File: src/hw/tbis_pkg.sv
// Constants and carrier types for the two-bank interleave strobe control
// Notes on behaviour
// Two banks; consecutive words alternate banks, address bit 1 picks the bank.
// Each bank has its own address latch and its own address strobe.
// Decoder makes chip enables; decoded bank choice gates which strobe may drop.
// Both strobes rest high; each stays high until its bank is accessed.
// High strobe keeps its latch transparent to the early processor address.
// Addressed bank strobe drops at first command state, capturing address and selects.
// Strobe of the bank not addressed stays high during the access.
// Detect two consecutive accesses to the same bank.
// Same-bank back-to-back access inserts one extra wait state.
// Low strobe returns high once the preceding command goes inactive.
// One wait state stretches the bus cycle by two processor clocks.
// Last-bank record kept per access, cleared by reset; first access has no wait.
package tbis_pkg;
	localparam int unsigned ADDR_W        = 24;
	localparam int unsigned BANK_BIT      = 1;
	localparam int unsigned CE_W          = 8;
	localparam int unsigned CE_LSB        = 17;
	localparam int unsigned CE_SEL_W      = 3;
	localparam int unsigned REGION_LSB    = 20;
	localparam int unsigned REGION_W      = 4;
	localparam logic [3:0]  MEM_REGION    = 4'h0;
	localparam int unsigned WAIT_CLKS     = 2;
	localparam logic [1:0]  STROBE_RESET  = 2'h3;
	localparam logic [1:0]  WAIT_CNT_ZERO = 2'h0;

	typedef struct packed {
		logic [ADDR_W-1:0] addr;
		logic [CE_W-1:0]   ce;
	} tbis_bank_bus_t;

	typedef enum logic [1:0] {
		TBIS_BANK_IDLE = 2'b01,
		TBIS_BANK_HELD = 2'b10
	} tbis_strobe_state_t;
endpackage

File: src/hw/tbis_interleave_ctrl.sv
// Two-bank interleave strobe generation and same-bank wait-state insertion
`timescale 1ns/100ps
module tbis_interleave_ctrl
(
	input  wire logic                        I_CLK_SYS,    // Processor bus clock
	input  wire logic                        I_RST,        // Async reset, active high
	input  wire logic [tbis_pkg::ADDR_W-1:0] I_ADDR,       // Early pipelined address
	input  wire logic                        I_CMD_FIRST,  // Pulse: first command state begins
	input  wire logic                        I_CMD_ACTIVE, // Level: command active
	output logic [1:0]                       O_STROBE,     // Bank strobes, low = latched
	output tbis_pkg::tbis_bank_bus_t         O_BANK0,      // Bank 0 address and enables
	output tbis_pkg::tbis_bank_bus_t         O_BANK1,      // Bank 1 address and enables
	output logic                             O_WAIT        // Extra wait state in progress
);
	tbis_pkg::tbis_strobe_state_t state_ff [2];
	tbis_pkg::tbis_strobe_state_t nxt_state [2];
	tbis_pkg::tbis_bank_bus_t     early_bus;
	tbis_pkg::tbis_bank_bus_t     bank_bus [2];
	logic [1:0]                   strobe_ff;
	logic                         cmd_active_ff;
	logic                         cmd_end;
	logic                         bank_choice_decode;
	logic                         addr_bank;
	logic                         last_bank_ff;
	logic                         last_valid_ff;
	logic                         same_bank;
	logic [1:0]                   wait_cnt_ff;
	logic                         wait_ff;

	function automatic logic [tbis_pkg::CE_W-1:0] ce_decode(input logic [tbis_pkg::CE_SEL_W-1:0] sel);
		logic [tbis_pkg::CE_W-1:0] one_hot;
		one_hot = '0;
		one_hot[sel] = 1'b1;
		return one_hot;
	endfunction

	// Region hit enables strobes; chip enables come from upper address bits
	assign bank_choice_decode = (I_ADDR[tbis_pkg::REGION_LSB +: tbis_pkg::REGION_W]
		== tbis_pkg::MEM_REGION);
	assign addr_bank = I_ADDR[tbis_pkg::BANK_BIT];
	always_comb
	begin
		early_bus.addr = I_ADDR;
		early_bus.ce   = bank_choice_decode ? ce_decode(I_ADDR[tbis_pkg::CE_LSB +: tbis_pkg::CE_SEL_W])
			: '0;
	end

	always_ff @(posedge I_CLK_SYS or posedge I_RST)
	begin
		if (I_RST)
			cmd_active_ff <= 1'b0;
		else
			cmd_active_ff <= I_CMD_ACTIVE;
	end

	assign cmd_end = cmd_active_ff && !I_CMD_ACTIVE;

	genvar b;
	generate
		for (b = 0; b < 2; b++)
		begin : g_bank
			always_comb
			begin
				nxt_state[b] = state_ff[b];
				unique case (state_ff[b])
					tbis_pkg::TBIS_BANK_IDLE:
					begin
						// Only the addressed, decoded bank drops; the other stays open
						if (I_CMD_FIRST && bank_choice_decode && (addr_bank == 1'(b)))
							nxt_state[b] = tbis_pkg::TBIS_BANK_HELD;
					end
					tbis_pkg::TBIS_BANK_HELD:
					begin
						if (cmd_end)
							nxt_state[b] = tbis_pkg::TBIS_BANK_IDLE;
					end
					default:
						nxt_state[b] = tbis_pkg::TBIS_BANK_IDLE;
				endcase
			end

			always_ff @(posedge I_CLK_SYS or posedge I_RST)
			begin
				if (I_RST)
					state_ff[b] <= tbis_pkg::TBIS_BANK_IDLE;
				else
					state_ff[b] <= nxt_state[b];
			end

			always_ff @(posedge I_CLK_SYS or posedge I_RST)
			begin
				if (I_RST)
					strobe_ff[b] <= tbis_pkg::STROBE_RESET[b];
				else
					strobe_ff[b] <= (nxt_state[b] == tbis_pkg::TBIS_BANK_IDLE);
			end

			// Latch samples on the same edge the strobe falls, so it captures this address
			tbis_bank_latch u_latch
			(
				.i_clk    (I_CLK_SYS),
				.i_rst    (I_RST),
				.i_strobe (strobe_ff[b]),
				.i_bus    (early_bus),
				.o_bus    (bank_bus[b])
			);
		end
	endgenerate

	// Last-access record; invalid after reset so the first access never waits
	always_ff @(posedge I_CLK_SYS or posedge I_RST)
	begin
		if (I_RST)
		begin
			last_bank_ff  <= 1'b0;
			last_valid_ff <= 1'b0;
		end
		else if (I_CMD_FIRST && bank_choice_decode)
		begin
			last_bank_ff  <= addr_bank;
			last_valid_ff <= 1'b1;
		end
	end

	assign same_bank = I_CMD_FIRST && bank_choice_decode && last_valid_ff
		&& (last_bank_ff == addr_bank);

	always_ff @(posedge I_CLK_SYS or posedge I_RST)
	begin
		if (I_RST)
			wait_cnt_ff <= tbis_pkg::WAIT_CNT_ZERO;
		else if (same_bank)
			wait_cnt_ff <= 2'(tbis_pkg::WAIT_CLKS);
		else if (wait_cnt_ff != tbis_pkg::WAIT_CNT_ZERO)
			wait_cnt_ff <= wait_cnt_ff - 2'h1;
	end

	always_ff @(posedge I_CLK_SYS or posedge I_RST)
	begin
		if (I_RST)
			wait_ff <= 1'b0;
		else
			wait_ff <= same_bank || (wait_cnt_ff > 2'h1);
	end

	assign O_STROBE = strobe_ff;
	assign O_BANK0  = bank_bus[0];
	assign O_BANK1  = bank_bus[1];
	assign O_WAIT   = wait_ff;
endmodule

File: src/hw/tbis_bank_latch.sv
// Per-bank address and chip-select latch, transparent while its strobe is high
`timescale 1ns/100ps
module tbis_bank_latch
(
	input  wire logic                    i_clk,    // System clock
	input  wire logic                    i_rst,    // Async reset, active high
	input  wire logic                    i_strobe, // Bank strobe, high = transparent
	input  wire tbis_pkg::tbis_bank_bus_t i_bus,   // Early address and selects
	output tbis_pkg::tbis_bank_bus_t      o_bus    // Latched address and selects
);
	tbis_pkg::tbis_bank_bus_t bus_ff;

	always_ff @(posedge i_clk or posedge i_rst)
	begin
		if (i_rst)
			bus_ff <= '0;
		else if (i_strobe)
			bus_ff <= i_bus;
	end

	assign o_bus = bus_ff;
endmodule

File: config.mk
export PLATFORM = sky130hd
export DESIGN_NAME = tbis_interleave_ctrl
export DESIGN_NICKNAME = d
export VERILOG_FILES = /design/src/hw/tbis_pkg.sv /design/src/hw/tbis_interleave_ctrl.sv /design/src/hw/tbis_bank_latch.sv
export SDC_FILE = /design/constraint.sdc
export NUM_CORES = 1
export LEC_CHECK = 0
export BUFFER_PORTS_ARGS = -buffer_cell sky130_fd_sc_hd__buf_2
export CORE_MARGIN = 2
export CORE_UTILIZATION = 40
export CTS_CLUSTER_SIZE = 25
export DETAILED_ROUTE_END_ITERATION = 12
export PLACE_DENSITY_LB_ADDON = 0.12
export SYNTH_ARGS = -nofsm -noshare
export SYNTH_HDL_FRONTEND = slang
export SYNTH_SLANG_ARGS = --single-unit
File: constraint.sdc
create_clock -name I_CLK_SYS -period 2 [get_ports I_CLK_SYS]
set_input_delay 0.1 -clock I_CLK_SYS [delete_from_list [all_inputs] [get_ports I_CLK_SYS]]
set_output_delay 0.1 -clock I_CLK_SYS [all_outputs]
set_load 0.1 [all_outputs]
==> metrics.md <==
| Metric | Value |
|---|---|
| Initial Utilization | `approximately 41%` |
| Synth area leader | `dfrtp_1` |
| Final setup violation count | `0` |
| Sink Count | `76` |
| WL per Instance | `13.4 um` |
| Ys async rst share | `100%` |
| Rows | `32` |
| CTS tree | `yes` |
| Top cell type's share of synthesized area | `57.7%` |
| CTS H-tree depth | `3` |
| IO Pins | `95` |
| Post-CTS setup repair buffer count | `0` |
| Final nets | `372` |
| Total global routing track utilization | `~15%` |
| Drt first pass iters | `4` |
| CP max stage cell | `dfstp_2` |
| Filler instances | `714` |
| Setup TNS | `0 ns` |
| CTS buffer count | `9` |
| Initial antenna violation count | `0` |
| Critical path fanouts, max | `14` |
| Crit. End Element | `output pin` |
| CP top delay family | `flip-flops` |
| DRC viols | `0` |
| WL final | `5970 um` |
| DR vias/cell | `~4.6` |
| Relative slew slack | `67.0%` |
| Clock slew at reported path FFs | `0.08 ns` |
| Ys Warns | `0` |
| Main area contributors after synthesis | `dfrtp_1 58%, mux2_2 22%, dfstp_2 3.4%` |
| Period utilization | `73.4%` |
| Die Y | `92.3 um` |
| RSZ-0062 raised after global routing | `no` |
| Buffers on Ports | `94` |
| Sequential cell area | `about 1900 um2` |
| Core Footprint | `7650 um2` |
| FMAX | `0.681 GHz` |
| Vias in the first global route | `2144` |
| Startpoint Class | `register` |
| Hold Path Origin | `I_ADDR[22]` |
| Full die area | `8530 um2` |
| EDFF count, synth | `0` |
| Data arrival time of the worst path | `1.37 ns` |
| Slew Limit Fails | `0` |
| Worst Tran Pin Value | `0.499 ns` |
| Hold endpoint | `g_bank[0].u_latch.o_bus[30]` |
| Synth Register Bits | `76` |
| CTS root buf | `clkbuf_8` |
| Worst Skew | `~0.0056 ns` |
| Synth unique cells | `30` |
| R2r startpoint | `state_ff[2]` |
| Seq/Total Area, Yosys | `61.1%` |
| Most common cell after layout, fill and taps aside | `buf_2` |
| Crit Path Class | `register to output pin` |
| Clock Path Buffers | `2` |
| R2R Path End | `O_STROBE[0]` |
| Synthesized instance count | `between 200 and 250` |
| Resize count post-CTS | `0` |
| R2R cell count | `6` |
| Post-Syn Area | `between 3000 and 4000 um2` |
| Vias | `2068` |
| DP HPWL | `~4000 um` |
| Critical-path cell list | `buf_4 -> buf_12` |
| Grt ovf | `0` |
| WHS Path Cells | `2` |
| Pin count of the biggest net entering global routing | `77` |
| Status | `finished clean` |
| Worst skew pair latency | `0.34 ns` |
| CP Data Required Time | `approximately 1.9 ns` |
| Syn avg cell area | `14.2 um2` |
| Global-route wire length before repair | `10100 um` |
| Max-cap viol count | `0` |
| Min cycle time layout | `1.47 ns` |
| Syn Nets | `~250` |
| Routed Antenna Nets | `0` |
| Die width | `92.3 um` |
| CTS Hold Buffers Added | `18` |
| Area grow syn2layout | `32.0%` |
| Flop2flop setup slack | `about 0.6 ns` |
| Hold Violations, Final | `0` |
| Commonest non-fill, non-tap cells in the layout | `92 x buf_2, 72 x dfrtp_1, 62 x mux2_2` |
| Tightest Hold Check Type | `primary input to register` |
| Multi-input logic area | `around 1100 um2` |
| Fraction of layout cells with a size suffix above 1 | `around 54%` |
| Post-synth top flop | `dfrtp_1` |
| Buffer and inverter count on the worst path | `2` |
| DR iter-0 viols | `43` |
| GP Congestion | `0.747` |
| Antenna Cells | `0` |
| Crit-path max cell delay | `about 0.56 ns` |
-- cell families after synthesis --
| family | share of synthesized area (%) |
|---|---|
| simple gates | 6.89 |
| compound gates | 3.21 |
| flops | 61.1 |
| fa+ha+maj | 2.40 |
| mux | 23.1 |
| xor+xnor | 0.561 |
| buf+inv | 2.77 |
-- synthesized netlist by cell type (4+ instances only) --
master    instances
nand2_1           5
nor2_1           10
dfstp_2           4
a21oi_1           8
inv_1             9
nand2b_1          7
mux2_2           62
buf_2             6
o21ai_0           4
dfrtp_1          72
ha_1              6
-- per-layer routing --
metal	track usage (%)	wire (um)	up-vias
met5	0	0	-
met3	3.50	318	10
met4	7.09	104	0
met1	20.5	2740	1006
li1	-	-	996
met2	23.1	2810	56
-- final cells by class --
type / instances / share of cell area [%]
clock inverters: 5 / 0.880
repair buffers: 117 / 18.0
well taps: 102 / 3.10
inverters: 9 / 0.911
multi-input cells: 125 / 27.4
clock buffers: 11 / 3.43
flip-flops and latches: 76 / 46.3
-- registers in the layout, summed over array words and instances (netlist names) --
name                  flops
state_ff                  4
O_WAIT                    1
g_bank.u_latch.o_bus     64
wait_cnt_ff               2
O_STROBE                  2
cmd_active_ff             1
last_valid_ff             1
last_bank_ff              1
-- per-stage QoR --
| stage | setup slack [ns] | util [%] | hold WS [ns] | std cells | area, um2 |
|---|---|---|---|---|---|
| CTS | 0.503 | 53.9 | 0.0337 | 445 | 4120 |
| finish | 0.533 | 53.9 | 0.0497 | 445 | 4120 |
| floorplan | 0.642 | - | 0.131 | 220 | 3130 |
| global route | 0.478 | 53.9 | 0.0383 | 445 | 4120 |
| global placement | 0.656 | 49.2 | 0.236 | 411 | 3760 |
| detailed placement | 0.624 | 49.2 | 0.233 | 411 | 3760 |
-- worst max path at each step --
| stage | startpoint | endpoint | cells after the start |
|---|---|---|---|
| final | O_STROBE[0] | O_STROBE[0] | 2 |
| after global routing | state_ff[2] | O_STROBE[0] | 6 |
| after CTS | O_STROBE[0] | O_STROBE[0] | 2 |
| after detailed placement | state_ff[2] | O_STROBE[0] | 6 |
| after global placement | state_ff[2] | O_STROBE[0] | 6 |
| after floorplan | O_STROBE[1] | g_bank[1].u_latch.o_bus[20] | 3 |
Power is not shown: default switching activity piles up to over one toggle a cycle in this logic, so the estimate is an artifact.
